[config.mk]
export PLATFORM = sky130hd
export DESIGN_NAME = wkt_watchdog
export DESIGN_NICKNAME = d
export VERILOG_FILES = /design/src/wkt_pkg.sv /design/src/wkt_tick_sync.sv /design/src/wkt_watchdog.sv
export SDC_FILE = /design/constraint.sdc
export NUM_CORES = 1
export LEC_CHECK = 0
export BUFFER_PORTS_ARGS = -buffer_cell sky130_fd_sc_hd__buf_4
export CAP_MARGIN = 20
export CORE_MARGIN = 4
export CORE_UTILIZATION = 40
export DETAILED_ROUTE_END_ITERATION = 12
export GPL_TIMING_DRIVEN = 0
export PLACE_DENSITY = 0.57
export SLEW_MARGIN = 30
export SYNTH_ARGS = -nofsm -noshare
export SYNTH_HDL_FRONTEND = slang
export SYNTH_SLANG_ARGS = --single-unit
[constraint.sdc]
create_clock -name CLK_SYS -period 2.8 [get_ports CLK_SYS]
set_input_delay 0.28 -clock CLK_SYS [delete_from_list [all_inputs] [get_ports CLK_SYS]]
set_output_delay 0.28 -clock CLK_SYS [all_outputs]
set_load 0.005 [all_outputs]
[src/wkt_pkg.sv]
// wkt_pkg: constants and types shared by the watchdog files
package wkt_pkg;
    // ------------------------------------------------------------
    // register port
    // ------------------------------------------------------------
    localparam int unsigned ADDR_W = 3;
    localparam int unsigned DATA_W = 8;
    localparam logic [2:0] ADDR_CTRL    = 3'h0;
    localparam logic [2:0] ADDR_RCF     = 3'h1;
    localparam logic [2:0] ADDR_STAT    = 3'h2;
    localparam logic [2:0] ADDR_IRQ_ST  = 3'h3;
    localparam logic [2:0] ADDR_IRQ_MSK = 3'h4;
    localparam logic [7:0] ZERO_BYTE    = 8'h00;
    // ------------------------------------------------------------
    // control fields and values
    // ------------------------------------------------------------
    localparam logic [7:0] CTRL_POR    = 8'h53;
    localparam logic [4:0] KEY_DISABLE = 5'h15;
    localparam logic [4:0] KEY_ENABLE  = 5'h0A;
    localparam int unsigned RCF_KF_BIT  = 0;
    localparam int unsigned STAT_TO_BIT = 0;
    localparam int unsigned STAT_PD_BIT = 1;
    localparam int unsigned STAT_EN_BIT = 2;
    localparam int unsigned IRQ_OVF_BIT = 0;
    localparam int unsigned IRQ_KF_BIT  = 1;
    localparam int unsigned IRQ_W       = 2;
    // ------------------------------------------------------------
    // counting
    // ------------------------------------------------------------
    localparam int unsigned CNT_W = 19;
    localparam logic [1:0] KF_DELAY_TICKS = 2'h2;
    localparam int unsigned SYNC_STAGES = 3;
    // ------------------------------------------------------------
    // types
    // ------------------------------------------------------------
    typedef struct packed {
        logic [4:0] key;
        logic [2:0] sel;
    } wkt_ctrl_t;
    typedef struct packed {
        logic watchdog_clear_instruction;
        logic halt;
        logic sleep_idle;
    } wkt_core_t;
    typedef enum logic [1:0] {
        KF_IDLE = 2'h0,
        KF_ARM  = 2'h1,
        KF_LATE = 2'h3,
        KF_FIRE = 2'h2
    } wkt_kf_t;
endpackage : wkt_pkg

[src/wkt_tick_sync.sv]
// wkt_tick_sync: brings the slow oscillator into the system clock, one pulse per rising edge
`timescale 1ns/1ps
module wkt_tick_sync (
    input  wire logic clk,
    input  wire logic reset_n,
    input  wire logic osc_in,
    output logic      tick
);
    logic [wkt_pkg::SYNC_STAGES-1:0] stage_r;
    logic                            level_r;

    // ------------------------------------------------------------
    // three-stage chain; first stage feeds only the second
    // ------------------------------------------------------------
    always_ff @(posedge clk) begin
        if (!reset_n) begin
            stage_r <= '0;
        end else begin
            stage_r[0] <= osc_in;
            for (int i = 1; i < wkt_pkg::SYNC_STAGES; i++) begin
                stage_r[i] <= stage_r[i-1];
            end
        end
    end

    // a change counts only when the last two stages agree
    always_ff @(posedge clk) begin
        if (!reset_n) begin
            level_r <= 1'b0;
            tick    <= 1'b0;
        end else begin
            tick <= 1'b0;
            if (stage_r[1] == stage_r[2] && stage_r[2] != level_r) begin
                level_r <= stage_r[2];
                tick    <= stage_r[2];
            end
        end
    end
endmodule : wkt_tick_sync

[src/wkt_watchdog.sv]
// wkt_watchdog: keyed-enable watchdog timer with flags, register port and interrupt
//
// The address map and the plain strobed port were decided locally.
`timescale 1ns/1ps
module wkt_watchdog (
    input  wire logic        CLK_SYS,
    input  wire logic        RESET_N,
    input  wire logic        LOW_SPEED_RC_OSCILLATOR_OSC,
    input  wire logic        WATCHDOG_CLEAR_INSTRUCTION_INSTR,
    input  wire logic        HALT_INSTR,
    input  wire logic        SLEEP_IDLE,
    input  wire logic [2:0]  REG_ADDR,
    input  wire logic [7:0]  REG_WDATA,
    input  wire logic        REG_WR,
    input  wire logic        REG_RD,
    output logic      [7:0]  REG_RDATA,
    output logic             DEVICE_RESET,
    output logic             PC_SP_RESET,
    output logic             TIMEOUT_FLAG,
    output logic             POWER_DOWN_FLAG,
    output logic             IRQ
);
    // ------------------------------------------------------------
    // declarations
    // ------------------------------------------------------------
    wkt_pkg::wkt_ctrl_t           ctrl_r;
    wkt_pkg::wkt_core_t           core;
    wkt_pkg::wkt_kf_t             kf_state_r;
    logic [wkt_pkg::CNT_W-1:0]    cnt_r;
    logic [1:0]                   kf_ticks_r;
    logic                         kf_flag_r;
    logic                         to_r;
    logic                         pd_r;
    logic [wkt_pkg::IRQ_W-1:0]    irq_st_r;
    logic [wkt_pkg::IRQ_W-1:0]    irq_msk_r;
    logic                         tick;
    logic                         enabled;
    logic                         key_bad;
    logic                         ovf;
    logic                         kf_fire;
    logic                         clr_cnt;
    logic                         wr_ctrl;
    logic                         wr_rcf;
    logic                         wr_ist;
    logic                         wr_msk;

    // ------------------------------------------------------------
    // decoding
    // ------------------------------------------------------------
    // last count value before overflow for a select code
    function automatic logic [wkt_pkg::CNT_W-1:0] period_last(input logic [2:0] sel);
        logic [wkt_pkg::CNT_W-1:0] one;
        one = {{(wkt_pkg::CNT_W-1){1'b0}}, 1'b1};
        unique case (sel)
            3'h0: period_last = (one << 8) - one;
            3'h1: period_last = (one << 10) - one;
            3'h2: period_last = (one << 12) - one;
            3'h3: period_last = (one << 14) - one;
            3'h4: period_last = (one << 15) - one;
            3'h5: period_last = (one << 16) - one;
            3'h6: period_last = (one << 17) - one;
            3'h7: period_last = (one << 18) - one;
        endcase
    endfunction : period_last

    function automatic logic hit(input logic [2:0] addr, input logic [2:0] tgt);
        hit = (addr == tgt);
    endfunction : hit

    assign core    = '{watchdog_clear_instruction: WATCHDOG_CLEAR_INSTRUCTION_INSTR, halt: HALT_INSTR, sleep_idle: SLEEP_IDLE};
    assign wr_ctrl = REG_WR && hit(REG_ADDR, wkt_pkg::ADDR_CTRL);
    assign wr_rcf  = REG_WR && hit(REG_ADDR, wkt_pkg::ADDR_RCF);
    assign wr_ist  = REG_WR && hit(REG_ADDR, wkt_pkg::ADDR_IRQ_ST);
    assign wr_msk  = REG_WR && hit(REG_ADDR, wkt_pkg::ADDR_IRQ_MSK);

    assign enabled = (ctrl_r.key == wkt_pkg::KEY_ENABLE);
    assign key_bad = !enabled && (ctrl_r.key != wkt_pkg::KEY_DISABLE);
    assign kf_fire = (kf_state_r == wkt_pkg::KF_FIRE);
    // >= so that shrinking the period mid-count still overflows at the next oscillator edge
    assign ovf     = tick && enabled && (cnt_r >= period_last(ctrl_r.sel));
    assign clr_cnt = core.watchdog_clear_instruction || core.halt || kf_fire;

    // ------------------------------------------------------------
    // oscillator edge detection
    // ------------------------------------------------------------
    wkt_tick_sync u_tick (
        .clk     (CLK_SYS),
        .reset_n (RESET_N),
        .osc_in  (LOW_SPEED_RC_OSCILLATOR_OSC),
        .tick    (tick)
    );

    // ------------------------------------------------------------
    // control register
    // ------------------------------------------------------------
    always_ff @(posedge CLK_SYS) begin
        if (!RESET_N) begin
            ctrl_r <= wkt_pkg::CTRL_POR;
        end else if (kf_fire) begin
            // the fault reset is a device reset, so control returns to its power-up value
            ctrl_r <= wkt_pkg::CTRL_POR;
        end else if (wr_ctrl) begin
            ctrl_r <= REG_WDATA;
        end
    end

    // ------------------------------------------------------------
    // watchdog counter
    // ------------------------------------------------------------
    always_ff @(posedge CLK_SYS) begin
        if (!RESET_N) begin
            cnt_r <= '0;
        end else if (clr_cnt || ovf) begin
            cnt_r <= '0;
        end else if (tick && enabled) begin
            cnt_r <= cnt_r + 1'b1;
        end
    end

    // ------------------------------------------------------------
    // key fault sequencer
    // ------------------------------------------------------------
    // once armed the reset goes ahead even if the key is repaired meanwhile
    always_ff @(posedge CLK_SYS) begin
        if (!RESET_N) begin
            kf_state_r <= wkt_pkg::KF_IDLE;
            kf_ticks_r <= '0;
        end else begin
            unique case (kf_state_r)
                wkt_pkg::KF_IDLE: begin
                    kf_ticks_r <= '0;
                    if (key_bad) begin
                        kf_state_r <= wkt_pkg::KF_ARM;
                    end
                end
                wkt_pkg::KF_ARM: begin
                    if (tick) begin
                        kf_ticks_r <= kf_ticks_r + 1'b1;
                        kf_state_r <= wkt_pkg::KF_LATE;
                    end
                end
                wkt_pkg::KF_LATE: begin
                    if (tick) begin
                        kf_ticks_r <= kf_ticks_r + 1'b1;
                        kf_state_r <= wkt_pkg::KF_FIRE;
                    end
                end
                wkt_pkg::KF_FIRE: begin
                    kf_state_r <= wkt_pkg::KF_IDLE;
                end
            endcase
        end
    end

    // ------------------------------------------------------------
    // reset outputs
    // ------------------------------------------------------------
    always_ff @(posedge CLK_SYS) begin
        if (!RESET_N) begin
            DEVICE_RESET <= 1'b0;
            PC_SP_RESET  <= 1'b0;
        end else begin
            DEVICE_RESET <= kf_fire || (ovf && !core.sleep_idle);
            PC_SP_RESET  <= ovf && core.sleep_idle;
        end
    end

    // ------------------------------------------------------------
    // flags
    // ------------------------------------------------------------
    // set wins over a software write in the same cycle
    always_ff @(posedge CLK_SYS) begin
        if (!RESET_N) begin
            kf_flag_r <= 1'b0;
        end else if (kf_fire) begin
            kf_flag_r <= 1'b1;
        end else if (wr_rcf) begin
            kf_flag_r <= REG_WDATA[wkt_pkg::RCF_KF_BIT];
        end
    end

    always_ff @(posedge CLK_SYS) begin
        if (!RESET_N) begin
            to_r <= 1'b0;
        end else if (ovf) begin
            to_r <= 1'b1;
        end else if (core.halt) begin
            to_r <= 1'b0;
        end
    end

    always_ff @(posedge CLK_SYS) begin
        if (!RESET_N) begin
            pd_r <= 1'b0;
        end else if (core.halt) begin
            pd_r <= 1'b1;
        end else if (core.watchdog_clear_instruction) begin
            pd_r <= 1'b0;
        end
    end

    assign TIMEOUT_FLAG    = to_r;
    assign POWER_DOWN_FLAG = pd_r;

    // ------------------------------------------------------------
    // interrupt
    // ------------------------------------------------------------
    always_ff @(posedge CLK_SYS) begin
        if (!RESET_N) begin
            irq_st_r  <= '0;
            irq_msk_r <= '0;
        end else begin
            irq_st_r <= (irq_st_r & ~(wr_ist ? REG_WDATA[wkt_pkg::IRQ_W-1:0] : '0))
                        | {kf_fire, ovf};
            if (wr_msk) begin
                irq_msk_r <= REG_WDATA[wkt_pkg::IRQ_W-1:0];
            end
        end
    end

    assign IRQ = |(irq_st_r & irq_msk_r);

    // ------------------------------------------------------------
    // read port
    // ------------------------------------------------------------
    always_ff @(posedge CLK_SYS) begin
        if (!RESET_N) begin
            REG_RDATA <= wkt_pkg::ZERO_BYTE;
        end else begin
            REG_RDATA <= wkt_pkg::ZERO_BYTE;
            if (REG_RD) begin
                unique case (REG_ADDR)
                    wkt_pkg::ADDR_CTRL:    REG_RDATA <= ctrl_r;
                    wkt_pkg::ADDR_RCF:     REG_RDATA <= {7'h00, kf_flag_r};
                    wkt_pkg::ADDR_STAT:    REG_RDATA <= {5'h00, enabled, pd_r, to_r};
                    wkt_pkg::ADDR_IRQ_ST:  REG_RDATA <= {6'h00, irq_st_r};
                    wkt_pkg::ADDR_IRQ_MSK: REG_RDATA <= {6'h00, irq_msk_r};
                    default:               REG_RDATA <= wkt_pkg::ZERO_BYTE;
                endcase
            end
        end
    end
endmodule : wkt_watchdog
======== After elaboration in Yosys (flattened, before gate mapping) ========
Memories as Yosys holds them, arrays and structs flattened. A register that Yosys moved wholly into a read port is not among the register bits.
Index checks and enable logic that the tools add are counted.
storage, ports and cells
  register bits after elaboration ......... 51
  latch bits .............................. 0
  memory bits (writable) .................. 0
  bits in read-only memories .............. 80
  output and inout bits ................... 13
  logic and storage cells ................. 78
  memories ................................ 1
memory list
  name              depth  width  rd ports  clocked after Yosys merged registers in  wr ports  line                text
  (name not given)  8      10     1         1                                        0         wkt_watchdog.sv:54  unique case (sel)
cells by class
  add/sub/neg operators ................... 1
  multipliers ............................. 0
  divide/modulo/power cells ............... 0
  $lt $le $gt $ge ......................... 1
  eq/ne operators ......................... 14
  shift-type cells ........................ 0
  multiplexer cells ....................... 14
  bitwise operators ....................... 5
  reductions and logical operators ........ 27
operators by type and width
  kind                                                                   number
  8-bit one-hot mux with 5 select lines                                  1
  19-bit by 1-bit adder with 19-bit output, second input constant        1
  19-bit greater-or-equal comparator                                     1
  1-bit logical AND                                                      10
  2-bit 2-to-1 mux                                                       4
  2-bit one-hot mux with 4 select lines                                  1
  3-bit by 2-bit equality test with 1-bit output, second input constant  2
  1-bit 2-to-1 mux                                                       6
  3-bit 2-to-1 mux                                                       2
  2-bit nonzero test                                                     3
  2-bit OR reduction                                                     3
  5-bit by 4-bit equality test with 1-bit output, second input constant  1
  5-bit != test, second input constant                                   1
  2-bit bitwise AND                                                      2
  2-bit equality test, second input constant                             2
  1-bit logical OR                                                       4
  2-bit by 1-bit != test with 1-bit output, second input constant        2
  2-bit AND reduction                                                    2
  3-bit by 1-bit equality test with 1-bit output, second input constant  1
  3-bit equality test, second input constant                             1
  3-bit logical NOT                                                      1
  3-bit AND reduction                                                    1
  2-bit by 1-bit equality test with 1-bit output, second input constant  1
  1-bit logical NOT                                                      2
  7 further kinds                                                        7

======== Longest topological paths before layout ========
Gate-level depths: netlist (run 1).
  depth after elaboration ................. 6
  mapped depth ............................ 8

======== Cells and area by module ========
From an unflattened synthesis (run 1), not the netlist that was laid out.
unflattened totals
  cells, all modules ...................... 288
  area total of the unflattened synthesis .. 2681.3 um^2
by module, submodules not included
  module         instances  cells an instance  area each (um^2)  seq. area each (um^2)
  wkt_watchdog   1          276                2532.4            1061.0
  wkt_tick_sync  1          12                 148.9             100.1

======== Worst setup path after synthesis (run 1) ========
OpenSTA, ideal clock, no wires.
  path kind ............................... flip-flop to flip-flop
  start ................................... register cnt_r[17] (netlist bit)
  end ..................................... register cnt_r[10] (netlist bit)
  setup time .............................. 130 ps
  arrival ................................. 1999 ps
  required time ........................... 2670 ps
  path slack .............................. 671 ps
  stages on the path, launching flop included .. 8
  clock period less this slack ............ 2129 ps
  cell sequence ........................... dfxtp_1 > ha_1 > nand4b_4 > or3_1 > or3_4 > a31oi_4 > buf_6 > nor3_1
between the ends
  word-level cells in the longest chain between the ends .. 4
ends and longest elaborated chain
  what                                 line                 text
  start, declared                      wkt_watchdog.sv:29   logic [wkt_pkg::CNT_W-1:0] cnt_r;
  start signal, assigned               wkt_watchdog.sv:116  cnt_r <= cnt_r + 1'b1;
  19-bit greater-or-equal comparator   wkt_watchdog.sv:80   assign ovf = tick && enabled && (cnt_r >= period_last(ctrl_r.sel));
  1-bit logical AND                    wkt_watchdog.sv:80
  1-bit logical OR                     wkt_watchdog.sv:113  end else if (clr_cnt || ovf) begin
  2-bit OR reduction (no source line)  n/a
No other way between the ends.
A chain may end at the register's enable or synchronous reset.

======== Worst setup path after layout (run 1) ========
  start ................................... register cnt_r[15] (netlist bit)
  end ..................................... register cnt_r[9] (netlist bit)
Same word-level chain as after synthesis.

==> summary.txt, run 1 <==
Die
  – DIE AREA: between 0.007 and 0.008 sq mm
  – Initial Util: 41.1%
  – # rows: 29
  – Core Box Area: 0.00631 sq mm
  – Die height: 88.6 um
  – I/O pins: 32
  – Chip width: just under 90 um

Drt
  – Starting DRT DRC Count: 33
  – Post-Route WL: approximately 5400 um
  – DRC: 0
  – Routed vias: between 2000 and 2500
  – Routed WL per cell: ~13 um
  – Via density: a little over 5
  – Antenna viol nets, final: 0
  – Drt first pass iters: 4

Synthesis
  – Synth Warn #: 0
  – Synth area leaders: dfxtp_1, ha_1, xnor2_1
  – Avg Cell Area, Syn: between 9 and 10 sq um
  – Count leader, synth: dfxtp_1
  – Most common flop cell mapped by yosys: dfxtp_1
  – Post-synthesis instance area: 0.00260 sq mm
  – Area share of the largest cell type after synthesis: 44.7%
  – Syn Inst Count: 286
  – Post-synthesis sequential area ratio: 44.7%
  – Synth Register Bits: 58
  – EDFF count, synth: 0
  – Synth async-reset ratio: 0%
  – Area leader, netlist: dfxtp_1
  – Syn_nets: around 320
  – Post-synthesis cell type count: 49
  – Synth cell count leaders: dfxtp_1, nand2_1, nor3_1

Timing
  – Rel. slew slack: 43.8%
  – Final Hold Viols: 0
  – Final slew viol count: 0
  – Fmax: roughly 430 MHz
  – Final setup fails: 0
  – Setup TNS: 0 ps
  – Period Utilization, post-route: a little over four fifths
  – Period minus WS final: around 2300 ps
  – Worst-Margin Slew: 835 ps
  – Clock Skew: 15.1 ps
  – RSZ-0062 raised after global routing: no

Power and ir drop
  – Overall Power: between 1500 and 2000 uW
  – VDD IR max: around 0.00032 V
  – Leak: around 0.0012 uW
  – Pwr/cell area: around 550 mW/mm^2

Setup path
  – R2r setup slk: roughly 460 ps
  – Worst Path Required: about 3000 ps
  – Critical path class: reg -> reg
  – Worst Path Max Fanout: 10
  – Startpoint Class: flop
  – Crit end category: flop
  – Worst EP arrival: approximately 2600 ps

Layout
  – Final core occ: between 40% and 50%
  – Antenna cell count: 0
  – Area grow syn2layout: 19.6%
  – Nets: approximately 360
  – Share of cells above drive strength 1: between 10% and 20%
  – Fin area: about 0.0031 sq mm
  – Fill cells: roughly 620

CTS
  – CTS sink count: 58
  – CTS Buf Count: 9
  – Post-cts resize count: 0
  – Skew-Pair Late Insertion Delay: 340 ps
  – Clock transition at path regs: approximately 80 ps
  – CTS tree: built
  – Post-CTS setup buffer count: 0
  – # H-tree levels: 3
  – CTS Buffer Depth: 2
  – CTS root buffer: clkbuf_8
  – Hold buffers post-CTS: 0

Placed design
  – Placed instance area: roughly 0.0029 sq mm
  – Hpwl dp: 3890 um
  – # port buffers: 28
  – Placer Congestion: slightly below 0.8

Global route
  – Initial antenna violation count: 0
  – GRT Util Overall: ~15%
  – Vias in the first global route: 2043
  – Grt ovf: 0
  – Global-route wire length before repair: 9170 um
  – Largest net degree at the start of global routing: 13

Flow run
  – Max-Cap Viols: 0

Run status
  – Status: complete, no violations

Min path
  – Type of the most critical hold path: in -> reg
## cells in the final DEF (no fill, tap or decap), types with 3 or more instances in the layout
cell	n
a21oi_1	14
and2_1	12
and3_1	3
and4_1	4
buf_2	4
buf_4	28
clkbuf_1	4
clkbuf_8	9
clkinv_4	3
dfxtp_1	58
ha_1	11
inv_1	16
mux2i_1	4
nand2_1	31
nand3_1	15
nand4_1	8
nor2_1	17
nor3_1	25
nor4_1	5
or3_1	4
xnor2_1	15
## final timing paths
path              depth (start not counted)         startpoint           endpoint
hold / removal                            3       REG_WDATA[4]          ctrl_r[4]
setup / recovery                          7          cnt_r[15]           cnt_r[9]
setup reg to reg                          7          cnt_r[15]           cnt_r[9]
hold reg to reg                           1  u_tick.stage_r[0]  u_tick.stage_r[1]
## power by group
group | internal [uW] | switching (uW) | leakage [uW] | total (uW)
combinational | 40.1 | 47.2 | 0.000657 | 87.3
sequential | 837 | 7.30 | 0.000469 | 844
clock | 416 | 368 | 0.0000998 | 784
total | 1290 | 422 | 0.00123 | 1720
## metal layers
| metal | up-vias | share of wire (%) | track usage (%) |
|---|---|---|---|
| li1 | 1081 | - | - |
| met3 | 12 | 4.0 | 4.66 |
| met2 | 30 | 43 | 24.1 |
| met4 | 0 | 2.2 | 7.01 |
| met1 | 956 | 50 | 19.1 |
| met5 | - | 0 | 0 |
## worst max-delay path, stage by stage, from the launching register on
cell and delay (ps):
dfxtp_1 350, ha_1 340, nand4b_4 120, or3_1 380
or3_4 440, a31oi_4 330, buf_6 190, nor3_1 60
## final cells by class
class / count / area, sq um / share of cell area, %
Multi-Input combinational cell: 202 / 1330 / 42.7
Sequential cell: 58 / 1160 / 37.4
Timing Repair Buffer: 28 / 210 / 6.77
Clock buffer: 9 / 124 / 3.99
Tap cell: 77 / 96.3 / 3.10
Clock inverter: 7 / 77.6 / 2.50
Inverter: 17 / 63.8 / 2.05
Buffer: 9 / 46.3 / 1.49
## logic make-up (layout without fill, tap and decap cells)
logic type / after synthesis / in the layout / share of synthesized area [%]
simple gates: 135 / 135 / 27.8
flops: 58 / 58 / 44.7
compound gates: 33 / 33 / 9.39
buf+inv: 26 / 70 / 4.24
xor+xnor: 17 / 17 / 5.73
fa+ha+maj: 11 / 11 / 5.30
mux: 6 / 6 / 2.84
## stage by stage
step	std cells	hold WS, ps	setup slack [ps]
finish	407	139	459
floorplan	286	359	671
detailed placement	391	428	447
global placement	391	417	459
CTS	407	130	428
global route	407	146	341
Power figures use the tool's default switching activity.
==> inputs of run 2 (changes only) <==
--- a/config.mk
+++ b/config.mk
@@ -5,13 +5,14 @@
 export SDC_FILE = /design/constraint.sdc
 export NUM_CORES = 1
 export LEC_CHECK = 0
+export ABC_AREA = 1
 export BUFFER_PORTS_ARGS = -buffer_cell sky130_fd_sc_hd__buf_4
 export CAP_MARGIN = 20
 export CORE_MARGIN = 4
 export CORE_UTILIZATION = 40
 export DETAILED_ROUTE_END_ITERATION = 12
 export GPL_TIMING_DRIVEN = 0
-export PLACE_DENSITY = 0.57
+export PLACE_DENSITY = 0.56
 export SLEW_MARGIN = 30
 export SYNTH_ARGS = -nofsm -noshare
 export SYNTH_HDL_FRONTEND = slang
==> constraint.sdc (replaced) <==
create_clock -name CLK_SYS -period 2.2 [get_ports CLK_SYS]
set_input_delay 0.22 -clock CLK_SYS [delete_from_list [all_inputs] [get_ports CLK_SYS]]
set_output_delay 0.22 -clock CLK_SYS [all_outputs]
set_load 0.005 [all_outputs]
==> run 2 against run 1 <==
Net effect: sequential share of layout area shrank 4.0 points; global-route usage shrank 0.057 points; non-clock buffer count decreased by 3; cell count up 27%; setup slack got worse by 74 ps.
==> summary.txt, run 2 <==
Synthesis
  – Most common flop cell mapped by yosys: dfxtp_1
  – Area leader, netlist: dfxtp_1
  – Synth Register Bits: 58
  – Synth async-reset ratio: 0%
  – Post-synthesis cell type count: 36
  – Count leader, synth: nand2_1
  – Synth area leaders: dfxtp_1, nand2_1, inv_1
  – Area share of the largest cell type after synthesis: 39.9%
  – Synth Warn #: 0
  – Synth cell count leaders: nand2_1, dfxtp_1, inv_1
  – EDFF count, synth: 0
  – Post-synthesis sequential area ratio: about two fifths
  – Avg Cell Area, Syn: approximately 7.7 sq um
  – Syn Inst Count: around 380
  – Post-synthesis instance area: between 0.002 and 0.003 sq mm
  – Syn_nets: approximately 410

CTS
  – CTS root buffer: clkbuf_8
  – CTS tree: built
  – Hold buffers post-CTS: 0
  – CTS Buffer Depth: 2
  – CTS Buf Count: 9
  – # H-tree levels: 3
  – Post-cts resize count: 0
  – Skew-Pair Late Insertion Delay: about 330 ps
  – Clock transition at path regs: 70 ps
  – Post-CTS setup buffer count: 0
  – CTS sink count: 58

Die
  – Initial Util: between 40% and 50%
  – DIE AREA: 0.00870 sq mm
  – Core Box Area: 0.00694 sq mm
  – Die height: about 93 um
  – Chip width: between 90 and 100 um
  – # rows: 30
  – I/O pins: 32

Drt
  – DRC: 0
  – Starting DRT DRC Count: 76
  – Antenna viol nets, final: 0
  – Via density: 4.57
  – Drt first pass iters: 4
  – Routed vias: 2365
  – Post-Route WL: a little over 6000 um
  – Routed WL per cell: ~12 um

Layout
  – Most frequent cells in the layout: nand2_1, dfxtp_1, inv_1
  – Share of cells above drive strength 1: about 22%
  – Fill cells: approximately 690
  – Commonest non-fill, non-tap cell in the layout: nand2_1
  – Antenna cell count: 0
  – Area of the multi-input gates: about 0.0015 sq mm
  – FF/Latch Area: 0.00116 sq mm
  – Area grow syn2layout: 19.7%
  – Nets: 447

Setup path
  – Worst Path Max Fanout: 10
  – Worst path bufs/invs: 1
  – Crit path largest cell delay: 370 ps
  – Top Family by Delay on Critical Path: simple AND/OR/NAND/NOR gates
  – Startpoint Class: flop
  – Worst EP arrival: just over 2000 ps
  – CP cell instances: ha_1, nand2_1, nor2_1, nand2_1, nor2_1, nand2_1, nand3_2, nand2_4, nand2_8, buf_12, nor2_4
  – Critical path class: reg -> reg
  – CP dominant cell by count: nand2_1
  – Worst path slowest cell: dfxtp_1
  – Crit end category: flop
  – Worst Path Required: 2410 ps

Timing
  – Period minus WS final: approximately 1800 ps
  – Setup TNS: 0 ps
  – Fmax: 551 MHz
  – Rel. slew slack: a little over half
  – Period Utilization, post-route: between 80 and 90%
  – Final slew viol count: 0
  – RSZ-0062 raised after global routing: no
  – Final Hold Viols: 0
  – Final setup fails: 0
  – Worst-Margin Slew: 682 ps
  – Clock Skew: between 8 and 9 ps

Min path
  – Type of the most critical hold path: in -> reg

Global route
  – Vias in the first global route: approximately 2300
  – GR Util met3: between 5 and 6%
  – Met2 Use GR: 22.9%
  – Grt ovf: 0
  – GRT Util Overall: 15.2%
  – Global-route wire length before repair: 10500 um
  – Routing usage on met1: around a fifth
  – Most Crowded Layer GR: met2
  – Largest net degree at the start of global routing: 12
  – Initial antenna violation count: 0

Placed design
  – Placer Congestion: about 0.80
  – # port buffers: 30
  – Hpwl dp: 4550 um

Power and ir drop
  – Pwr/cell area: ~670 mW/mm^2
  – VDD IR max: 0.000299 V
  – Overall Power: between 2000 and 2500 uW
  – Leak: 0.00157 uW

Flow run
  – Max-Cap Viols: 0

Run status
  – Status: complete, no violations
[run 2: cell types whose count changed after synthesis, moves of 8 or more]
cell	change
nand2_1	+56
inv_1	+39
nor2_1	+20
nor3_1	-17
nor2_4	+13
and2_1	-12
xnor2_1	-10
o21ai_0	+8
[run 2: area by class of cell]
| class | instances | share of cell area [%] |
|---|---|---|
| clock buffers | 10 | 3.95 |
| well taps | 96 | 3.45 |
| plain buffers | 4 | 1.33 |
| clock inverters | 6 | 2.55 |
| multi-input cells | 251 | 41.7 |
| repair buffers | 30 | 6.47 |
| inverters | 63 | 7.23 |
| flip-flops and latches | 58 | 33.4 |
[run 2: cells by family after synthesis]
| kind of cell | count (synthesis) | share of synthesized area, % |
|---|---|---|
| AO/OA/AOI/OAI | 37 | 7.36 |
| buffers and inverters | 67 | 10.2 |
| flip-flops | 58 | 39.9 |
| XOR/XNOR | 13 | 3.91 |
| AND/OR/NAND/NOR | 190 | 33.8 |
| adder cells (fa/ha/maj) | 11 | 4.73 |
[run 2: worst min-delay path: stages]
cell	delay, ps
buf_4	70
nand2_1	40
inv_1	40
[run 2: path summary, 6_finish.rpt]
| kind | from | endpoint | slack [ps] | cells past startpoint |
|---|---|---|---|---|
| setup / recovery | cnt_r[17] | cnt_r[11] | 390 | 11 |
| hold / removal | LOW_SPEED_RC_OSCILLATOR_OSC | u_tick.stage_r[0] | 70 | 3 |
| setup reg to reg | cnt_r[17] | cnt_r[11] | 390 | 11 |
| hold reg to reg | u_tick.stage_r[0] | u_tick.stage_r[1] | 420 | 2 |
[run 2: through the flow]
step | instances | setup WS (ps) | utilization [%] | hold WS [ps] | area, sq um
4_1_cts | 518 | 368 | 50.1 | 62.5 | 3480
3_5_place_dp | 502 | 391 | 46.9 | 405 | 3250
2_1_floorplan | 376 | 643 | - | 318 | 2910
6_report | 518 | 386 | 50.1 | 70.0 | 3480
5_1_grt | 518 | 165 | 50.1 | 70.7 | 3480
3_3_place_gp | 502 | 405 | 46.9 | 402 | 3250
[run 2: routing by layer]
layer / up-vias / part of all wire [%]
met1: 1072 / 49
met3: 4 / 4.6
met5: - / 0
li1: 1257 / -
met2: 32 / 45
met4: 0 / 0.84
[run 2: power breakdown]
part	switching [uW]	internal, uW
combinational	75.3	53.3
clock	451	670
sequential	9.35	1070
==> inputs of run 3 (changes only) <==
==> constraint.sdc (replaced) <==
create_clock -name CLK_SYS -period 1.8 [get_ports CLK_SYS]
set_input_delay 0.18 -clock CLK_SYS [delete_from_list [all_inputs] [get_ports CLK_SYS]]
set_output_delay 0.18 -clock CLK_SYS [all_outputs]
set_load 0.005 [all_outputs]
==> run 3 against run 2 <==
Net effect: clock skew is essentially flat; first-iteration DRC count grew 29%; fmax grew 8.1%; non-clock buffer count up 5; global-route usage up 0.36 points; sequential cell count stayed put; sequential power grew 21%; total power increased by 23%; setup slack worse by 260 ps; critical path depth unchanged; design area grew 4.5%; critical path type unchanged; critical endpoint unchanged; largest power group unchanged.
==> summary.txt, run 3 (synthesis results as in run 2) <==
Setup path
  – R2r setup slk: roughly 120 ps
  – R2r endpoint: cnt_r[11]
  – Crit end category: flop
  – Startpoint Class: flop
  – R2R depth: 11
  – Worst EP arrival: about 1900 ps
  – CP endpoint: cnt_r[11]
  – Worst Path Required: roughly 2000 ps
  – Critical path class: reg -> reg
  – CP Launch Point: cnt_r[17]
  – R2r startpoint: cnt_r[17]
  – Worst Path Max Fanout: 5

Layout
  – Area grow syn2layout: 25.0%
  – Final core occ: a little over half
  – Commonest non-fill, non-tap cell in the layout: nand2_1
  – Most frequent cells in the layout: nand2_1, inv_1, dfxtp_1
  – Share of cells above drive strength 1: between 20% and 30%
  – Antenna cell count: 0
  – Fin area: 0.00364 sq mm
  – Non-filler cells, final: between 500 and 600
  – Nets: ~450

Min path
  – Hold Path Depth: 3
  – Startpoint of the worst hold path: LOW_SPEED_RC_OSCILLATOR_OSC
  – Type of the most critical hold path: in -> reg

Power and ir drop
  – Clock Power Share: 48.0%
  – Net Switching: ~660 uW
  – VDD IR max: ~0.00038 V
  – Pwr/cell area: 787 mW/mm^2
  – Overall Power: 2860 uW
  – Logic pwr share: a little over 6%
  – Sequential Power Share: between 40% and 50%
  – Switching Fraction: ~23%
  – Internal: 2200 uW
  – Leak: 0.00161 uW

Drt
  – Starting DRT DRC Count: 98
  – Routed vias: between 2000 and 2500
  – Via density: between 4 and 5
  – Routed WL per cell: about 12 um
  – Post-Route WL: between 6000 and 7000 um
  – Drt first pass iters: 4
  – Antenna viol nets, final: 0
  – DRC: 0

Timing
  – Fmax: 596 MHz
  – Final slew viol count: 0
  – Worst-Margin Slew: between 600 and 700 ps
  – Clock Skew: 8.46 ps
  – Rel. slew slack: a little over half
  – Final setup fails: 0
  – Final Hold Viols: 0
  – Period minus WS final: around 1700 ps
  – Period Utilization, post-route: 93.2%

Die
  – Core Box Area: 0.00694 sq mm
  – # rows: 30
  – Die height: between 90 and 100 um
  – I/O pins: 32
  – Initial Util: roughly two fifths
  – DIE AREA: around 0.0087 sq mm
  – Chip width: ~93 um

CTS
  – CTS root buffer: clkbuf_8
  – CTS Buffer Depth: 2
  – # H-tree levels: 3
  – Skew-Pair Late Insertion Delay: about 330 ps
  – CTS Buf Count: 9
  – CTS sink count: just under 60
  – Hold buffers post-CTS: 0
  – CTS tree: built
  – Clock transition at path regs: about 70 ps

Global route
  – Largest net degree at the start of global routing: 12
  – Global-route wire length before repair: 10700 um
  – Initial antenna violation count: 0
  – Grt ovf: 0
  – GRT Util Overall: between 15 and 20%
  – Vias in the first global route: around 2300

Flow run
  – Max-Cap Viols: 0

Placed design
  – DP Cell Count: 502
  – Hpwl dp: ~4500 um
  – # port buffers: 30
  – Placed instance area: about 0.0033 sq mm
  – Placer Congestion: around 0.80

Run status
  – Status: complete, no violations
[run 3: how the worst min path moves through the flow]
| stage | end | slack, ps |
|---|---|---|
| after floorplan | u_tick.stage_r[0] | 280 |
| after global placement | u_tick.stage_r[0] | 370 |
| after detailed placement | u_tick.stage_r[0] | 380 |
| after CTS | u_tick.stage_r[0] | 20 |
| after global routing | u_tick.stage_r[0] | 30 |
| final | u_tick.stage_r[0] | 30 |
[run 3: cell type report]
type | instances | area, sq um
plain buffers | 4 | 46.3
clock buffers | 10 | 138
clock inverters | 6 | 88.8
fillers | 679 | 3310
inverters | 63 | 251
multi-input cells | 251 | 1510
flip-flops and latches | 58 | 1170
well taps | 96 | 120
repair buffers | 35 | 308
[run 3: timing repair]
| action | CTS | global route |
|---|---|---|
| endpoints found under the setup margin | 10 | 22 |
| resized for setup | 9 | 11 |
| cloned | 1 | 1 |
| setup buffers | 3 | 0 |
| pin swaps | 2 | 2 |
[run 3: layer usage]
metal / global-route usage [%] / wire length [um]
met4: 4.88 / 50
met1: 21.4 / 3100
met2: 23.1 / 2830
met3: 5.07 / 279
met5: 0 / 0
[run 3: power by group through the flow]
stage	clock [uW]	sequential [uW]	combinational [uW]
floorplan	0	1340	93.9
global placement	0	1350	157
detailed placement	0	1350	158
CTS	1410	1310	167
global route	1470	1320	195
finish	1380	1310	174
[run 3: worst max-delay path: stages (launching register included)]
cell and delay [ps]:
dfxtp_4 360, ha_1 290, nand2_1 60, nor2_2 120
nand2_1 70, nor2_1 120, nand2_2 80, nand3_4 110
nand2_4 80, nand2_8 110, buf_12 150, nor2_4 30
[run 3: per-stage QoR]
step	worst slack, ps	hold slack, ps	TNS (ps)
final	122	27.9	0
after global routing	-6.14	33.0	-10.0
after floorplan	243	278	0
after detailed placement	-9.16	375	-11.6
after global placement	4.92	369	0
after CTS	35.8	22.5	0
